[config.mk]
export PLATFORM = sky130hd
export DESIGN_NAME = scil_top
export DESIGN_NICKNAME = d
export VERILOG_FILES = /design/src/rtl/scil_pkg.sv /design/src/rtl/scil_top.sv
export SDC_FILE = /design/constraint.sdc
export NUM_CORES = 1
export LEC_CHECK = 0
export ABC_AREA = 1
export BUFFER_PORTS_ARGS = -buffer_cell sky130_fd_sc_hd__buf_2
export CORE_AREA = 5 5 141 143
export CTS_CLUSTER_DIAMETER = 150
export DETAILED_ROUTE_END_ITERATION = 8
export DIE_AREA = 0 0 146 148
export PLACE_DENSITY_LB_ADDON = 0.2
export SYNTH_ARGS = -nofsm -noshare
export SYNTH_HDL_FRONTEND = slang
export SYNTH_SLANG_ARGS = --single-unit
[constraint.sdc]
create_clock -name mclk_in -period 9.5 [get_ports mclk_in]
set_input_delay 1.425 -clock mclk_in [delete_from_list [all_inputs] [get_ports mclk_in]]
set_output_delay 1.425 -clock mclk_in [all_outputs]
set_load 0.01 [all_outputs]
[src/rtl/scil_pkg.sv]
// Constants for the serial channel interrupt logic: offsets, bit positions, reset values.
// Assumes an 8-bit register port with word-indexed addresses.
package scil_pkg;

  // ----------------------------------------------------------------
  // Register offsets
  // ----------------------------------------------------------------
  localparam logic [3:0] OFF_STATUS_ZERO  = 4'h0;
  localparam logic [3:0] OFF_IRQ_ENABLE   = 4'h1;
  localparam logic [3:0] OFF_TX_SRC       = 4'h2;
  localparam logic [3:0] OFF_TX_SRC_EN    = 4'h3;
  localparam logic [3:0] OFF_RX_ERR       = 4'h4;
  localparam logic [3:0] OFF_RX_SRC_EN    = 4'h5;
  localparam logic [3:0] OFF_FRAME_STATUS = 4'h6;
  localparam logic [3:0] OFF_TX_THRESHOLD = 4'h7;
  localparam logic [3:0] OFF_CONTROL      = 4'h8;
  localparam logic [3:0] OFF_TIME_CONST   = 4'h9;
  localparam logic [3:0] OFF_RATE_EXP     = 4'hA;
  localparam logic [3:0] OFF_TX_DATA      = 4'hB;
  localparam logic [3:0] OFF_RX_DATA      = 4'hC;

  // ----------------------------------------------------------------
  // Field positions
  // ----------------------------------------------------------------
  localparam int ST0_TX_EVENT = 7;
  localparam int ST0_RX_EVENT = 6;
  localparam int ST0_RX_READY = 1;
  localparam int ST0_TX_READY = 0;
  localparam int TXS_UNDERRUN = 0;
  localparam int TXS_IDLE     = 1;
  localparam int TXS_CTS      = 2;
  localparam int RXS_PARITY   = 0;
  localparam int RXS_MP       = 1;
  localparam int RXS_CRC      = 2;
  localparam int CTL_TX_EN    = 0;
  localparam int CTL_BIT_SYNC = 1;
  localparam int CTL_TX_RST   = 2;
  localparam int CTL_RX_RST   = 3;
  localparam int TX_SRC_N     = 3;
  localparam int RX_SRC_N     = 5;

  // Mask of receive sources cleared by reading the character
  localparam logic [4:0] RX_CHAR_ERR_MASK = 5'h07;

  // ----------------------------------------------------------------
  // Reset values
  // ----------------------------------------------------------------
  localparam logic [7:0] RST_IRQ_ENABLE = 8'h00;
  localparam logic [7:0] RST_THRESHOLD  = 8'h00;
  localparam logic [7:0] RST_TIME_CONST = 8'h01;
  localparam logic [3:0] RST_RATE_EXP   = 4'h0;

endpackage : scil_pkg

[src/rtl/scil_top.sv]
// Interrupt request logic of one multiprotocol serial channel, with its bit-rate dividers.
// Assumes the channel datapath on the same clock reports buffer fill levels and event
// pulses; only the clear-to-send pin comes from outside and is synchronised here.
//
// Overview of operation
// RULE_01 - Four request types flagged in status bits 7, 6, 1 and 0
// RULE_02 - Enable bits at same positions gate each request type
// RULE_03 - Each event source has status and enable, ANDed together
// RULE_04 - Event summary bits show enabled pending sources whatever the type enables
// RULE_05 - Transmit ready drops at fill of threshold plus one, or transmitter off
// RULE_06 - Channel reset or transmit reset command clears transmit ready
// RULE_07 - Receive ready stays until receive buffer read empty
// RULE_08 - Channel reset or receive reset command clears receive ready
// RULE_09 - Event source bits clear on writing one; zero leaves them
// RULE_10 - Idle transmitter source clears when transmit data is written
// RULE_11 - Parity, multiprocessor and CRC errors clear on reading the character
// RULE_12 - Bit-sync: last frame character read copies error status to frame status
// RULE_13 - Bit-sync: that same read resets the receive error status
// RULE_14 - Bit period is time constant times two to the rate exponent
// RULE_15 - Transmit events: underrun, idle, clear-to-send level change
// RULE_16 - Request output ORs the four status bits gated by enables
`timescale 1ns/1ps

module scil_top #(
  parameter int FILL_W = 6
) (
  input  wire logic              mclk_in,
  input  wire logic              sys_rst_in,
  input  wire logic [3:0]        reg_addr_in,
  input  wire logic [7:0]        reg_wdata_in,
  input  wire logic              reg_wr_in,
  input  wire logic              reg_rd_in,
  output logic      [7:0]        reg_rdata_out,
  input  wire logic [FILL_W-1:0] tx_fill_in,
  input  wire logic [FILL_W-1:0] rx_fill_in,
  input  wire logic [7:0]        rx_data_in,
  input  wire logic              rx_last_in,
  input  wire logic              underrun_flag_in,
  input  wire logic              tx_idle_flag_in,
  input  wire logic [4:0]        rx_event_in,
  input  wire logic              cts_in,
  output logic                   tx_push_out,
  output logic      [7:0]        tx_data_out,
  output logic                   rx_pop_out,
  output logic                   tx_reset_out,
  output logic                   rx_reset_out,
  output logic                   tx_bit_tick_out,
  output logic                   rx_bit_tick_out,
  output logic                   irq_out
);

  // ----------------------------------------------------------------
  // State
  // ----------------------------------------------------------------
  typedef struct packed {
    logic [7:0]  rdata;
    logic        tx_ready;
    logic        tx_cond_prev;
    logic        rx_ready;
    logic        rx_cond_prev;
    logic [7:0]  irq_enable;
    logic [2:0]  tx_src;
    logic [2:0]  tx_src_en;
    logic [4:0]  rx_err;
    logic [4:0]  rx_src_en;
    logic [4:0]  frame_status;
    logic [7:0]  threshold;
    logic        tx_en;
    logic        bit_sync;
    logic [7:0]  time_const;
    logic [3:0]  tx_exp;
    logic [3:0]  rx_exp;
    logic [23:0] tx_cnt;
    logic [23:0] rx_cnt;
    logic        tx_tick;
    logic        rx_tick;
    logic [2:0]  cts_sync;
    logic        irq;
    logic        tx_push;
    logic [7:0]  tx_data;
    logic        rx_pop;
    logic        tx_rst;
    logic        rx_rst;
  } scil_state_t;

  scil_state_t st_q;
  scil_state_t st_d;

  // Bit period in clocks; a zero time constant stands for 256
  function automatic logic [23:0] scil_period(input logic [7:0] tc, input logic [3:0] ex);
    logic [23:0] base;
    base = (tc == 8'h00) ? 24'h000100 : {16'h0000, tc};
    return base << ex;
  endfunction : scil_period

  // ----------------------------------------------------------------
  // Decode and combined status
  // ----------------------------------------------------------------
  logic       wr_tx_src;
  logic       wr_rx_err;
  logic       wr_ctl;
  logic       wr_tx_data;
  logic       rd_rx_data;
  logic       tx_rst_cmd;
  logic       rx_rst_cmd;
  logic       tx_cond;
  logic       rx_cond;
  logic       cts_change;
  logic       frame_done;
  logic [2:0] tx_set;
  logic [7:0] status_zero;

  assign wr_tx_src  = reg_wr_in && (reg_addr_in == scil_pkg::OFF_TX_SRC);
  assign wr_rx_err  = reg_wr_in && (reg_addr_in == scil_pkg::OFF_RX_ERR);
  assign wr_ctl     = reg_wr_in && (reg_addr_in == scil_pkg::OFF_CONTROL);
  assign wr_tx_data = reg_wr_in && (reg_addr_in == scil_pkg::OFF_TX_DATA);
  assign rd_rx_data = reg_rd_in && (reg_addr_in == scil_pkg::OFF_RX_DATA);
  assign tx_rst_cmd = wr_ctl && reg_wdata_in[scil_pkg::CTL_TX_RST];
  assign rx_rst_cmd = wr_ctl && reg_wdata_in[scil_pkg::CTL_RX_RST];
  // RULE_05 ready condition
  assign tx_cond    = st_q.tx_en && ({1'b0, tx_fill_in} < ({1'b0, st_q.threshold} + 9'h001));
  assign rx_cond    = (rx_fill_in != '0);
  // Only the second and third stages are compared, never the first
  assign cts_change = st_q.cts_sync[1] ^ st_q.cts_sync[2];
  assign frame_done = st_q.bit_sync && rd_rx_data && rx_last_in;
  // RULE_15 three transmit sources
  assign tx_set     = {cts_change, tx_idle_flag_in, underrun_flag_in};

  always_comb begin
    status_zero = 8'h00;
    // RULE_01 type status bits
    status_zero[scil_pkg::ST0_TX_READY] = st_q.tx_ready;
    status_zero[scil_pkg::ST0_RX_READY] = st_q.rx_ready;
    // RULE_03 per-source AND; RULE_04 independent of type enable
    status_zero[scil_pkg::ST0_TX_EVENT] = |(st_q.tx_src & st_q.tx_src_en);
    status_zero[scil_pkg::ST0_RX_EVENT] = |(st_q.rx_err & st_q.rx_src_en);
  end

  // ----------------------------------------------------------------
  // Next state
  // ----------------------------------------------------------------
  always_comb begin
    st_d = st_q;
    st_d.tx_push = 1'b0;
    st_d.rx_pop  = 1'b0;
    st_d.tx_rst  = tx_rst_cmd;
    st_d.rx_rst  = rx_rst_cmd;
    st_d.cts_sync = {st_q.cts_sync[1:0], cts_in};

    // Register writes
    if (reg_wr_in) begin
      case (reg_addr_in)
        scil_pkg::OFF_IRQ_ENABLE:   st_d.irq_enable = reg_wdata_in;
        scil_pkg::OFF_TX_SRC_EN:    st_d.tx_src_en  = reg_wdata_in[2:0];
        scil_pkg::OFF_RX_SRC_EN:    st_d.rx_src_en  = reg_wdata_in[4:0];
        scil_pkg::OFF_TX_THRESHOLD: st_d.threshold  = reg_wdata_in;
        scil_pkg::OFF_CONTROL: begin
          st_d.tx_en    = reg_wdata_in[scil_pkg::CTL_TX_EN];
          st_d.bit_sync = reg_wdata_in[scil_pkg::CTL_BIT_SYNC];
        end
        scil_pkg::OFF_TIME_CONST:   st_d.time_const = reg_wdata_in;
        scil_pkg::OFF_RATE_EXP: begin
          st_d.tx_exp = reg_wdata_in[3:0];
          st_d.rx_exp = reg_wdata_in[7:4];
        end
        scil_pkg::OFF_TX_DATA: begin
          st_d.tx_data = reg_wdata_in;
          st_d.tx_push = 1'b1;
        end
        default: ;
      endcase
    end

    // Register reads: data stands one cycle after the strobe
    st_d.rdata = 8'h00;
    if (reg_rd_in) begin
      case (reg_addr_in)
        scil_pkg::OFF_STATUS_ZERO:  st_d.rdata = status_zero;
        scil_pkg::OFF_IRQ_ENABLE:   st_d.rdata = st_q.irq_enable;
        scil_pkg::OFF_TX_SRC:       st_d.rdata = {5'h00, st_q.tx_src};
        scil_pkg::OFF_TX_SRC_EN:    st_d.rdata = {5'h00, st_q.tx_src_en};
        scil_pkg::OFF_RX_ERR:       st_d.rdata = {3'h0, st_q.rx_err};
        scil_pkg::OFF_RX_SRC_EN:    st_d.rdata = {3'h0, st_q.rx_src_en};
        scil_pkg::OFF_FRAME_STATUS: st_d.rdata = {3'h0, st_q.frame_status};
        scil_pkg::OFF_TX_THRESHOLD: st_d.rdata = st_q.threshold;
        scil_pkg::OFF_TIME_CONST:   st_d.rdata = st_q.time_const;
        scil_pkg::OFF_RATE_EXP:     st_d.rdata = {st_q.rx_exp, st_q.tx_exp};
        scil_pkg::OFF_RX_DATA: begin
          st_d.rdata  = rx_data_in;
          st_d.rx_pop = 1'b1;
        end
        default:                    st_d.rdata = 8'h00;
      endcase
    end

    // Ready requests arm on a rising condition so a reset command holds them off
    st_d.tx_cond_prev = tx_cond;
    st_d.rx_cond_prev = rx_cond;
    // RULE_05 fill or disable removes request
    if (!tx_cond) begin
      st_d.tx_ready = 1'b0;
    end else if (tx_rst_cmd) begin
      // RULE_06 reset command clear
      st_d.tx_ready = 1'b0;
    end else if (!st_q.tx_cond_prev) begin
      st_d.tx_ready = 1'b1;
    end
    // RULE_07 hold until empty
    if (!rx_cond) begin
      st_d.rx_ready = 1'b0;
    end else if (rx_rst_cmd) begin
      // RULE_08 reset command clear
      st_d.rx_ready = 1'b0;
    end else if (!st_q.rx_cond_prev) begin
      st_d.rx_ready = 1'b1;
    end

    // Source clears first; new events then win over any clear
    // RULE_09 write one to clear
    if (wr_tx_src) begin
      st_d.tx_src = st_q.tx_src & ~reg_wdata_in[2:0];
    end
    // RULE_10 data write clears idle
    if (wr_tx_data) begin
      st_d.tx_src[scil_pkg::TXS_IDLE] = 1'b0;
    end
    st_d.tx_src = st_d.tx_src | tx_set;

    // RULE_09 write one to clear
    if (wr_rx_err) begin
      st_d.rx_err = st_q.rx_err & ~reg_wdata_in[4:0];
    end
    // RULE_11 reading character clears its errors
    if (rd_rx_data) begin
      st_d.rx_err = st_d.rx_err & ~scil_pkg::RX_CHAR_ERR_MASK;
    end
    if (frame_done) begin
      // RULE_12 hand-off to frame status
      st_d.frame_status = st_q.rx_err;
      // RULE_13 error status reset
      st_d.rx_err = 5'h00;
    end
    st_d.rx_err = st_d.rx_err | rx_event_in;

    // RULE_14 bit-rate dividers
    st_d.tx_tick = (st_q.tx_cnt == 24'h000000);
    st_d.rx_tick = (st_q.rx_cnt == 24'h000000);
    st_d.tx_cnt = st_d.tx_tick ? scil_period(st_q.time_const, st_q.tx_exp) - 24'h000001
                               : st_q.tx_cnt - 24'h000001;
    st_d.rx_cnt = st_d.rx_tick ? scil_period(st_q.time_const, st_q.rx_exp) - 24'h000001
                               : st_q.rx_cnt - 24'h000001;

    // RULE_02 type enables gate; RULE_16 OR to one request
    st_d.irq = |(status_zero & st_q.irq_enable);
  end

  // ----------------------------------------------------------------
  // Registers
  // ----------------------------------------------------------------
  always_ff @(posedge mclk_in or posedge sys_rst_in) begin
    if (sys_rst_in) begin
      st_q            <= '0;
      // Ready requests stay idle after reset until their condition re-arms
      st_q.tx_cond_prev <= 1'b1;
      st_q.rx_cond_prev <= 1'b1;
      st_q.irq_enable <= scil_pkg::RST_IRQ_ENABLE;
      st_q.threshold  <= scil_pkg::RST_THRESHOLD;
      st_q.time_const <= scil_pkg::RST_TIME_CONST;
      st_q.tx_exp     <= scil_pkg::RST_RATE_EXP;
      st_q.rx_exp     <= scil_pkg::RST_RATE_EXP;
    end else begin
      st_q <= st_d;
    end
  end

  assign reg_rdata_out   = st_q.rdata;
  assign tx_push_out     = st_q.tx_push;
  assign tx_data_out     = st_q.tx_data;
  assign rx_pop_out      = st_q.rx_pop;
  assign tx_reset_out    = st_q.tx_rst;
  assign rx_reset_out    = st_q.rx_rst;
  assign tx_bit_tick_out = st_q.tx_tick;
  assign rx_bit_tick_out = st_q.rx_tick;
  assign irq_out         = st_q.irq;
endmodule : scil_top

# --- Word level (Yosys, flattened, before mapping) ---
# Cells that the tools add are included.
op_classes:
  mux: 20
  n_reduce_logical: 26
  addsub: 5
  n_lt_le_gt_ge: 1
  bitwise: 10
  shift: 2
  eq_ne: 14
op_table:
  columns: ["operator", "count"]
  rows:
  - ["subtractor 24 x 1 -> 24 bit, second input constant", 4]
  - ["one-hot mux 8 bit (11 select lines)", 1]
  - ["logical NOT 24 bit", 2]
  - ["two-way mux 24 bit", 2]
  - ["two-way mux 9 bit", 3]
  - ["left shift 24 x 4 -> 24 bit", 1]
  - ["left shift 9 x 4 -> 24 bit", 1]
  - ["== test 4 bit, second input constant", 5]
  - ["== test 4 x 3 -> 1 bit, second input constant", 4]
  - ["AND reduction 2 bit", 8]
  - ["AND 5 bit", 2]
  - ["logical AND 1 bit", 10]
  - ["two-way mux 5 bit", 2]
  - ["adder 8 x 1 -> 9 bit, second input constant", 1]
  - ["< comparator 6 x 9 -> 1 bit", 1]
  - ["two-way mux 1 bit", 9]
  - ["AND 8 bit", 1]
  - ["== test 4 x 2 -> 1 bit, second input constant", 2]
  - ["logical NOT 8 bit", 1]
  - ["two-way mux 8 bit", 1]
  - ["OR reduction 8 bit", 1]
  - ["AND 3 bit", 2]
  - ["two-way mux 3 bit", 2]
  - ["!= test 3 bit, second input constant", 2]
  - ["10 further kinds", 10]
totals:
  elab_cells: 106
  out_inout_bits: 23
  ff_bits: 133

# --- Longest topological paths before layout ---
# Gate-level depths: netlist (run 1).
depth:
  depth_word: 6
  ltp_mapped: 17

# --- Worst setup path after synthesis (run 1) ---
# No wires, ideal clock.
synth_path:
  kind: "input-to-reg"
  start: "input port reg_addr_in[3]"
  end: "register st_q[81] (netlist bit)"
  setup_ns: 0.131
  stages: 8
  required_time_ns: 9.369
  setup_slack_ns: 6.871
  t_arrival_ns: 2.498
  n_path_buf: 1
  cell_sequence: "inv_1 > nor2_1 > inv_1 > nor2_1 > nand2_1 > clkbuf_1 > nand2_1 > o21ai_0"
synth_via:
  elab_chain_len: 2
synth_rtl:
  columns: ["element", "line_no", "source"]
  rows:
  - ["from (decl)", "scil_top.sv:29", "input wire logic [3:0] reg_addr_in,"]
  - ["== test 4 bit", "scil_top.sv:152", "case (reg_addr_in)"]
  - ["AND reduction 2 bit (no source line)", null, null]
  - ["to (signal assigned)", "scil_top.sv:272", "st_q <= st_d;"]
  - ["to (decl)", "scil_top.sv:86", "scil_state_t st_q;"]
# Every way passes these cells.
# A chain may end at the register's enable or synchronous reset.

==> key figures, run 1 <==
Outcome
  – Status: finished, final reports clean

Critical path
  – Worst Path Class, Setup: flip-flop to flip-flop
  – Crit start category: flip-flop
  – Worst EP arrival: 3.08 ns
  – CP endpoint kind: flip-flop
  – CP Max Fanout: 14
  – Critical path required time: 9.81 ns

Placed design
  – Port buffer count: 67
  – DP Area: 0.00876 mm^2
  – Dpl cells: 1404
  – GP Congestion: 0.912
  – Hpwl dp: 17300 um
  – Worst slack, placed: 6.46 ns

Logic synthesis
  – Largest family of logic cells by synthesized area: simple AND/OR/NAND/NOR gates
  – Cells after synthesis: 1136
  – Register area share after synthesis: 39.9%
  – XOR/XNOR share of the synthesized area: 3.36%
  – Syn Nets: 1189
  – Mux contribution to synthesized area: 0%
  – Main area contributors after synthesis: dfrtp_1 (39%), nand2_1 (14%), nand3_1 (6.1%)
  – Yosys reg bits: 133
  – Synth Cell Area: 0.00834 mm^2
  – Top-count cell post-synth: nand2_1
  – Synth Warn #: 0
  – Post-synth EDFFs: 0
  – Unique masters post-synth: 48
  – Top_reg_cell synth: dfrtp_1
  – Adder-cell area share of the yosys netlist: 1.20%
  – Asr flop ratio synth: 100%
  – Commonest cells in the synthesized netlist: nand2_1 (321), dfrtp_1 (130), nor2_1 (125), inv_1 (121), nand3_1 (101)
  – Syn avg cell area: 7.34 um^2
  – Post-Synth Simple-Gate Area: 36.7%
  – Compound-cell area share of the yosys netlist: 9.99%
  – Leading area contributor after synthesis: dfrtp_1
  – Share of the synthesized area in the top cell type: 39.0%

Power
  – Leakage power: 0.00464 uW
  – Pwr dens: 227 mW/mm^2
  – Peak supply drop: 0.127 mV

Global route
  – GR Util All Layers: 21.4%
  – GR Overflow Total: 0
  – GR Util met2: 34.6%
  – Met3 GRT Util: 3.28%
  – Initial antenna violation count: 0
  – Met1 Track Usage GR: 29.7%
  – Vias in the first global route: 7238
  – Busiest layer in global routing: met2
  – First-pass GRT wire length: 37400 um
  – Largest net degree at the start of global routing: 71

Clock network
  – CTS resizes: 0
  – Setup bufs post-CTS: 0
  – CTS Buf Count: 17
  – Clock root buffer: clkbuf_16
  – CTS tree: done
  – Hold-fix buffers at CTS: 0
  – Worst-path clk slew: 0.06 ns
  – Longest Clk Path Bufs: 2
  – CTS H-tree depth: 4
  – CTS Sinks: 133
  – Clock Latency Late Sink: 0.43 ns

STA
  – Worst hold margin: 0.350 ns
  – Tmin final: 2.77 ns
  – Worst slew margin: 35.6%
  – Slew Viols, Final: 0
  – Skew final: 0.0111 ns
  – Fmax: 361 MHz
  – RSZ-0062 raised after global routing: false
  – Fin worst setup slack: 6.73 ns
  – Final hold violations: 0
  – Final Setup Violations: 0
  – Measured slew at the worst slew-check pin: 0.962 ns
  – Period Utilization, post-route: 29.1%
  – Setup_tns: 0 ns

Detailed routing
  – Post-DRT Antenna Nets: 0
  – Number of DRC markers in iteration 0: 520
  – Drt pass-1 iters: 6
  – Residual DRC: 0
  – WL per Instance: 15.6 um
  – Via/cell ratio: 5.17
  – DR vias: 7429
  – Detailed Route WL: 22400 um

Floorplan
  – Number of I/O pins: 68
  – Core area: 0.0185 mm^2
  – Initial Util: 45.2%
  – Chip height: 148 um
  – Row cnt: 50
  – Die Footprint: 0.0216 mm^2
  – Die X-Extent: 146 um

Hold path
  – Worst Hold Class: flip-flop to flip-flop

Cells and area
  – Share of layout cells above drive strength 1: 16.8%
  – Fin cells: 1436
  – Nets: 1242
  – Ant. Diodes: 0
  – Finished Cell Area: 0.00934 mm^2
  – Synth-to-Final Area Change: 12.0%

Job
  – Max-Cap Viols: 0
==> routing by layer <==
layer  up-vias  part of all wire, %
met4         0                  2.0
met3        28                  4.5
li1       3735                    -
met5         -                    0
met1      3466                   47
met2       200                   46
==> cell type report <==
class,count,area (um^2)
sequential,133,3330
clock inverter,13,134
fill,1793,9110
clock buffer,19,453
timing repair buffer,68,343
tap,234,293
multi-input combinational,833,4270
inverter,136,517
==> stage by stage <==
stage,total power (uW),util [%]
after global routing,2260,50.6
after floorplan,1310,-
after detailed placement,1470,47.5
after CTS,2130,50.6
after global placement,1460,47.5
final,2120,50.6
==> placed cells by master (no fill, tap or decap), types with 9 or more instances in the layout <==
cell       instances
o21bai_1          18
clkbuf_16         17
nor2_4            10
nor2_2            25
inv_2             12
nand2_2           17
a21oi_1           15
xnor2_1           12
nand3_1          101
xor2_1            20
nand2_1          321
buf_2             67
inv_1            120
o21ai_0           73
nand2_4            9
dfrtp_1          130
a221oi_1          13
nor2_1           125
nand3_2           12
nand4_1           15
==> logic make-up (layout without fill, tap and decap cells) <==
group	count (synthesis)	after routing
buffers and inverters	170	236
and+or+nand+nor	655	655
DFF	133	133
xor gates and xnor gates	32	32
AOI/OAI and AO/OA	138	138
adders and majority gates	8	8
==> worst max-delay path: stages, from the launching register on <==
cell and delay [ns]:
dfrtp_1 0.61, inv_1 0.30, nand3_2 0.17, nor2_1 0.05, a21oi_1 0.20, ha_1 0.22
nand3b_1 0.11, nor2_2 0.27, nand3_1 0.26, nor3_2 0.29, nand2_1 0.07, nand2_1 0.06
nand2_1 0.04
==> final timing paths <==
kind,start,end,slack (ns),depth (start not counted)
setup reg to reg,st_q[67],st_q[34],6.73,12
hold reg to reg,st_d[14],st_d[15],0.35,0
min in group asynchronous,sys_rst_in,st_q[34],1.09,2
hold / removal,st_d[14],st_d[15],0.35,0
max in group asynchronous,sys_rst_in,st_q[85],7.08,3
setup / recovery,st_q[67],st_q[34],6.73,12
==> where the power goes <==
part	switching (uW)	internal (uW)	total, uW	leakage, uW
Clock	273	382	655	0.000280
Sequential	119	678	797	0.00165
Combinational	440	227	666	0.00271
==> flip-flops by register name, indices dropped and copies added (netlist names) <==
register / count
irq_out: 1
rx_pop_out: 1
tx_data_out: 8
tx_bit_tick_out: 1
rx_bit_tick_out: 1
tx_push_out: 1
tx_reset_out: 1
st_d: 2
rx_reset_out: 1
reg_rdata_out: 8
st_q: 108
No activity file was read; power rests on OpenSTA's default activity.
==> run 2, diff against run 1 <==
- ABC_AREA: 1 -> 0
- CORE_AREA: 5 5 141 143 -> 5 5 139 141
- DIE_AREA: 0 0 146 148 -> 0 0 144 146
- clock period: 9.5 -> 2.6 ns (I/O delays scaled with it)
==> key figures, run 2 <==
Critical path
  – Cell Chain, Critical Path: mux2_4, mux4_2, nand2b_4, or4b_4, a2111oi_4, nand2_4, nor4_4, xnor2_1
  – Crit start category: flip-flop
  – Worst Path Class, Setup: flip-flop to flip-flop
  – Setup slack, reg-to-reg: -0.28 ns (-7.01 ns)
  – CP max stage delay: 0.50 ns (-0.11 ns)
  – CP Max Fanout: 5 (-9)
  – FF-to-FF path depth: 8 (-4)
  – Critical path required time: 2.95 ns (-6.86 ns)
  – R2R Path End: st_q[40]
  – CP endpoint kind: flip-flop
  – Critical R2R Launch: st_q[67]
  – Crit-path slowest cell: or4b_4
  – Worst path bufs/invs: 0 (-1)
  – CP delay by family, top: simple AND/OR/NAND/NOR gates
  – Worst EP arrival: 3.23 ns (+0.15 ns)

Clock network
  – Longest Clk Path Bufs: 2 (unchanged)
  – Worst-path clk slew: 0.07 ns (about the same)
  – CTS Sinks: 133 (unchanged)
  – CTS Buf Count: 17 (unchanged)
  – Clock Latency Late Sink: 0.43 ns (about the same)
  – CTS H-tree depth: 4 (unchanged)
  – CTS tree: done
  – Clock root buffer: clkbuf_16

Logic synthesis
  – Post-Synth Simple-Gate Area: 17.6% (-19 points)
  – Cells after synthesis: 819 (-28%)
  – Syn Nets: 872 (-27%)
  – Top-count cell post-synth: dfrtp_1
  – Mux contribution to synthesized area: 13.1% (+13 points)
  – Top_reg_cell synth: dfrtp_1
  – Main area contributors after synthesis: dfrtp_1 (40%), mux2_2 (9.0%), nand2_1 (3.5%)
  – Synth Cell Area: 0.00803 mm^2 (-3.7%)
  – Leading area contributor after synthesis: dfrtp_1
  – XOR/XNOR share of the synthesized area: 4.91% (+1.5 points)
  – Syn avg cell area: 9.81 um^2 (+34%)
  – Yosys reg bits: 133 (unchanged)
  – Largest family of logic cells by synthesized area: simple AND/OR/NAND/NOR gates
  – Post-synth EDFFs: 0 (unchanged)
  – Adder-cell area share of the yosys netlist: 1.25% (+0.046 points)
  – Compound-cell area share of the yosys netlist: 16.8% (+6.8 points)
  – Share of the synthesized area in the top cell type: 40.5% (+1.5 points)
  – Synth Warn #: 0 (unchanged)
  – Asr flop ratio synth: 100% (unchanged)
  – Register area share after synthesis: 41.5% (+1.5 points)
  – Unique masters post-synth: 76 (+58%)
  – Commonest cells in the synthesized netlist: dfrtp_1 (130), nand2_1 (75), nor2_1 (68), mux2_2 (64)

Placed design
  – DP Area: 0.00965 mm^2 (+10%)
  – Worst slack, placed: -0.347 ns (-6.81 ns)
  – Port buffer count: 67 (unchanged)
  – GP Congestion: 0.932 (+2.2%)
  – Hpwl dp: 17400 um (+0.62%)

Global route
  – Vias in the first global route: 7362 (+1.7%)
  – Largest net degree at the start of global routing: 75 (+5.6%)
  – Initial antenna violation count: 0 (unchanged)
  – GR Util All Layers: 22.8% (+1.4 points)
  – First-pass GRT wire length: 38300 um (+2.6%)
  – GR Overflow Total: 0 (unchanged)

STA
  – Setup_tns: -4.38 ns (-4.38 ns)
  – Period Utilization, post-route: 111% (+82 points)
  – Final Setup Violations: 24 (+24)
  – Worst hold margin: 0.0683 ns (-0.282 ns)
  – Skew final: 0.0137 ns (+0.00259 ns)
  – Slew Viols, Final: 0 (unchanged)
  – Fmax: 348 MHz (-3.8%)
  – Fin worst setup slack: -0.277 ns (-7.01 ns)
  – Final hold violations: 0 (unchanged)
  – Tmin final: 2.88 ns (+0.110 ns)
  – RSZ-0062 raised after global routing: true
  – Measured slew at the worst slew-check pin: 0.552 ns (-0.409 ns)
  – Worst slew margin: 62.9% (+27 points)

Cells and area
  – Commonest non-fill, non-tap cell in the layout: buf_4
  – Ant. Diodes: 0 (unchanged)
  – Share of layout cells above drive strength 1: 43.2% (+26 points)
  – Commonest non-fill, non-tap cells in the layout: buf_4 (174), dfrtp_1 (125), nand2_1 (73), buf_2 (67), nor2_1 (59)
  – Nets: 1088 (-12%)
  – Fillers: 1503 (-16%)
  – Finished Cell Area: 0.0109 mm^2 (+16%)
  – Synth-to-Final Area Change: 35.2%
  – Max reg flops: 108 (unchanged)
  – Biggest register: st_q

Hold path
  – Hold-critical path endpoint: st_d[14]
  – WHS Path Cells: 1 (+1)
  – Worst Hold Class: input pin to flip-flop
  – Hold wc startpoint: cts_in

Outcome
  – Failing checks: negative setup slack
  – Status: finished, violations left

Floorplan
  – Die X-Extent: 144 um (-1.4%)
  – Core area: 0.0178 mm^2 (-3.3%)
  – Number of I/O pins: 68 (unchanged)
  – Row cnt: 49 (-2.0%)
  – Initial Util: 45.0% (-0.18 points)
  – Chip height: 146 um (-1.4%)
  – Die Footprint: 0.0210 mm^2 (-2.7%)

Power
  – Pwr dens: 751 mW/mm^2 (+230%)
  – Peak supply drop: 0.501 mV (+290%)
  – Leakage power: 0.00476 uW (+2.5%)

Detailed routing
  – Post-DRT Antenna Nets: 0 (unchanged)
  – DR vias: 7259 (-2.3%)
  – Drt pass-1 iters: 5 (-1)
  – WL per Instance: 18.5 um (+18%)
  – Number of DRC markers in iteration 0: 548 (+5.4%)
  – Residual DRC: 0 (unchanged)
  – Via/cell ratio: 5.68 (+9.9%)
  – Detailed Route WL: 23600 um (+5.0%)

Job
  – Max-Cap Viols: 0 (unchanged)
==> run 2: worst max-delay path by stage <==
stage	start	end	slack [ns]	cells past startpoint
floorplan	st_q[67]	st_q[40]	-0.24	9
global placement	st_q[67]	st_q[38]	-0.27	8
detailed placement	st_q[67]	st_q[38]	-0.35	8
CTS	st_q[67]	st_q[38]	-0.34	8
global route	st_q[66]	st_q[38]	-0.37	9
finish	st_q[67]	st_q[40]	-0.28	8
==> run 2: where the power goes <==
group	total [uW]	switching (uW)	internal [uW]
Sequential	2710	325	2380
Combinational	3020	1430	1590
Clock	2420	1120	1300
==> run 2: cell families (layout without fill, tap and decap cells) <==
kind of cell,after synthesis,in the layout
and+or+nand+nor,276,276
AOI/OAI and AO/OA,186,186
DFF,133,133
buffers and inverters,86,315
muxes,85,85
xor gates and xnor gates,45,45
adders and majority gates,8,8
==> run 2: through the flow <==
| step | power, uW | util (%) | cells |
|---|---|---|---|
| final | 8150 | 60.9 | 1277 |
| after CTS | 7990 | 58.6 | 1259 |
| after global routing | 8590 | 60.9 | 1277 |
| after detailed placement | 5440 | 54.1 | 1217 |
| after floorplan | 4260 | - | 819 |
| after global placement | 5400 | 54.1 | 1217 |
==> run 2: area by class of cell <==
cell class / instances / area (um^2) / area share, %
Multi-Input combinational cell: 600 / 4680 / 43.0
Sequential cell: 133 / 3340 / 30.7
Timing Repair Buffer: 258 / 1870 / 17.2
Clock buffer: 17 / 425 / 3.92
Tap cell: 229 / 287 / 2.64
Clock inverter: 15 / 174 / 1.60
Inverter: 25 / 97.6 / 0.898
==> run 2: routing by layer <==
metal	vias to the layer above	track usage, %	part of all wire [%]
met3	38	5.00	5.9
met5	-	0	0
li1	3446	-	-
met4	0	6.59	2.1
met2	240	35.1	47
met1	3535	32.2	45
==> run 2: what timing repair did <==
action	CTS	global route
setup endpoints to repair	30	34
hold endpoints to repair	14	0
gates resized for setup	32	59
pin swaps	15	32
buffers inserted	10	18
hold buffers	1	0
cloned	0	0
==> run 3, diff against run 2 <==
- BUFFER_PORTS_ARGS: -buffer_cell sky130_fd_sc_hd__buf_2 -> -buffer_cell sky130_fd_sc_hd__clkbuf_2
- SLEW_MARGIN: unset -> 30
==> key figures, run 3 (same netlist as run 2, synthesis figures left out) <==
Outcome
  – Status: finished, violations left
  – Failing checks: negative setup slack

Floorplan
  – Chip height: 146 um (unchanged)
  – Number of I/O pins: 68 (unchanged)
  – Initial Util: 45.0% (unchanged)
  – Die X-Extent: 144 um (unchanged)
  – Die Footprint: 0.0210 mm^2 (unchanged)
  – Core area: 0.0178 mm^2 (unchanged)
  – Row cnt: 49 (unchanged)

Cells and area
  – Fin cells: 1275 (-0.16%)
  – Biggest register: st_q
  – Finished Cell Area: 0.0109 mm^2 (unchanged)
  – Nets: 1086 (-0.18%)
  – Synth-to-Final Area Change: 35.2% (unchanged)
  – Ant. Diodes: 0 (unchanged)
  – Multi-input logic area: 0.00468 mm^2 (about the same)
  – Commonest non-fill, non-tap cell in the layout: buf_4
  – Max reg flops: 108 (unchanged)
  – Share of layout cells above drive strength 1: 43.4% (+0.18 points)
  – Commonest non-fill, non-tap cells in the layout: buf_4 (171), dfrtp_1 (123), nand2_1 (73), clkbuf_2 (67), nor2_1 (60)
  – Fillers: 1504 (+0.067%)
  – FF+latch area: 0.00334 mm^2 (about the same)

Clock network
  – CTS Buf Count: 17 (unchanged)
  – CTS H-tree depth: 4 (unchanged)
  – Clock root buffer: clkbuf_16
  – CTS Sinks: 133 (unchanged)
  – Clock Latency Late Sink: 0.43 ns (about the same)
  – Longest Clk Path Bufs: 2 (unchanged)
  – CTS tree: done
  – Worst-path clk slew: 0.07 ns (about the same)

Placed design
  – Dpl cells: 1222 (+0.41%)
  – GP Congestion: 0.966 (+3.7%)
  – Worst slack, placed: -0.357 ns (-0.0102 ns)
  – Hpwl dp: 17400 um (about the same)
  – DP Area: 0.00968 mm^2 (+0.39%)
  – Port buffer count: 67 (unchanged)

Critical path
  – Critical path required time: 2.91 ns (-0.04 ns)
  – Worst Path Class, Setup: flip-flop to flip-flop
  – Worst path bufs/invs: 1 (+1)
  – Cell Chain, Critical Path: mux2_4, mux4_2, nand2b_4, or4b_4, a2111oi_4, buf_4, nand3_2, xor2_1
  – Worst EP arrival: 3.23 ns (about the same)
  – CP endpoint kind: flip-flop
  – CP Max Fanout: 6 (+1)
  – Crit-path slowest cell: mux4_2
  – Crit start category: flip-flop
  – CP delay by family, top: multiplexers
  – CP max stage delay: 0.50 ns (about the same)

Power
  – Net Sw Power: 2850 uW (-0.98%)
  – Sequential power share: 33.2% (about the same)
  – Leakage power: 0.00475 uW (-0.25%)
  – Net Sw Frac: 34.8% (-0.43 points)
  – Total power draw: 8180 uW (+0.25%)
  – Peak supply drop: 0.567 mV (+13%)
  – P_int: 5330 uW (+0.92%)
  – Pwr dens: 752 mW/mm^2 (+0.25%)
  – Clock network fraction of design power: 30.3% (+0.6 points)
  – Comb power frac: 36.4% (-0.7 points)

Global route
  – Largest net degree at the start of global routing: 64 (-15%)
  – GR Util All Layers: 23.3% (+0.54 points)
  – GR Overflow Total: 0 (unchanged)
  – Initial antenna violation count: 0 (unchanged)
  – Vias in the first global route: 7416 (+0.73%)
  – First-pass GRT wire length: 38900 um (+1.5%)

Detailed routing
  – Detailed Route WL: 23800 um (+1.1%)
  – DR vias: 7196 (-0.87%)
  – Drt pass-1 iters: 8 (+3)
  – Number of DRC markers in iteration 0: 648 (+18%)
  – Residual DRC: 0 (unchanged)
  – WL per Instance: 18.7 um (+1.3%)
  – Post-DRT Antenna Nets: 0 (unchanged)
  – Via/cell ratio: 5.64 (-0.71%)

STA
  – Tmin final: 2.93 ns (+0.0493 ns)
  – Skew final: 0.0131 ns (-0.000585 ns)
  – Fin worst setup slack: -0.327 ns (-0.0493 ns)
  – Final hold violations: 0 (unchanged)
  – Fmax: 342 MHz (-1.7%)
  – Worst slew margin: 62.1% (-0.83 points)
  – Measured slew at the worst slew-check pin: 0.565 ns (+0.0123 ns)
  – Final Setup Violations: 24 (unchanged)
  – RSZ-0062 raised after global routing: true
  – Slew Viols, Final: 0 (unchanged)
  – Setup_tns: -4.38 ns (+0.00334 ns)
  – Period Utilization, post-route: 113% (+1.9 points)

Job
  – Max-Cap Viols: 0 (unchanged)

Hold path
  – Worst Hold Class: input pin to flip-flop
run 3: layer usage:
| layer | vias to the layer above | wire length, um | GRT usage, % |
|---|---|---|---|
| li1 | 3419 | - | - |
| met1 | 3506 | 10800 | 32.9 |
| met2 | 226 | 11100 | 35.9 |
| met3 | 45 | 1400 | 4.70 |
| met4 | 0 | 528 | 7.49 |
| met5 | - | 0 | 0 |
run 3: what timing repair did:
action | 4_1_cts | 5_1_grt
endpoints found under the hold margin | 6 | 0
hold buffers | 1 | 0
buffers inserted | 13 | 12
setup endpoints to repair | 28 | 32
pin swaps | 15 | 28
gates resized for setup | 36 | 59
run 3: final timing paths:
path | endpoint | slack [ns] | start | cells past startpoint
setup reg to reg | st_q[30] | -0.33 | st_q[67] | 8
max in group asynchronous | st_q[32] | 1.52 | sys_rst_in | 4
hold reg to reg | st_d[15] | 0.36 | st_d[14] | 0
min in group asynchronous | tx_reset_out | 0.45 | sys_rst_in | 3
hold / removal | st_d[14] | 0.06 | cts_in | 1
setup / recovery | st_q[30] | -0.33 | st_q[67] | 8
run 3: layout make-up:
| type | instances | area share, % |
|---|---|---|
| inverters | 25 | 0.898 |
| multi-input cells | 600 | 43.1 |
| clock inverters | 15 | 1.73 |
| clock buffers | 17 | 3.92 |
| flip-flops and latches | 133 | 30.7 |
| well taps | 229 | 2.64 |
| repair buffers | 256 | 17.0 |
run 3: power by group through the flow:
stage | sequential [uW] | clock [uW] | combinational, uW
2_1_floorplan | 2580 | 0 | 1680
3_3_place_gp | 2720 | 0 | 2690
3_5_place_dp | 2730 | 0 | 2720
4_1_cts | 2700 | 2520 | 2830
5_1_grt | 2760 | 2620 | 3230
6_report | 2720 | 2480 | 2980
run 3: per-stage QoR:
step	hold slack [ns]	utilization [%]
floorplan	0.331	-
global placement	0.335	54.3
detailed placement	0.342	54.3
CTS	0.0461	59.1
global route	0.0510	60.9
finish	0.0596	60.9
run 3: worst register-to-register path: stages (launching register included):
cell	delay, ns
dfrtp_2	0.46
mux2_4	0.32
mux4_2	0.50
nand2b_4	0.16
or4b_4	0.50
a2111oi_4	0.41
buf_4	0.20
nand3_2	0.08
xor2_1	0.16
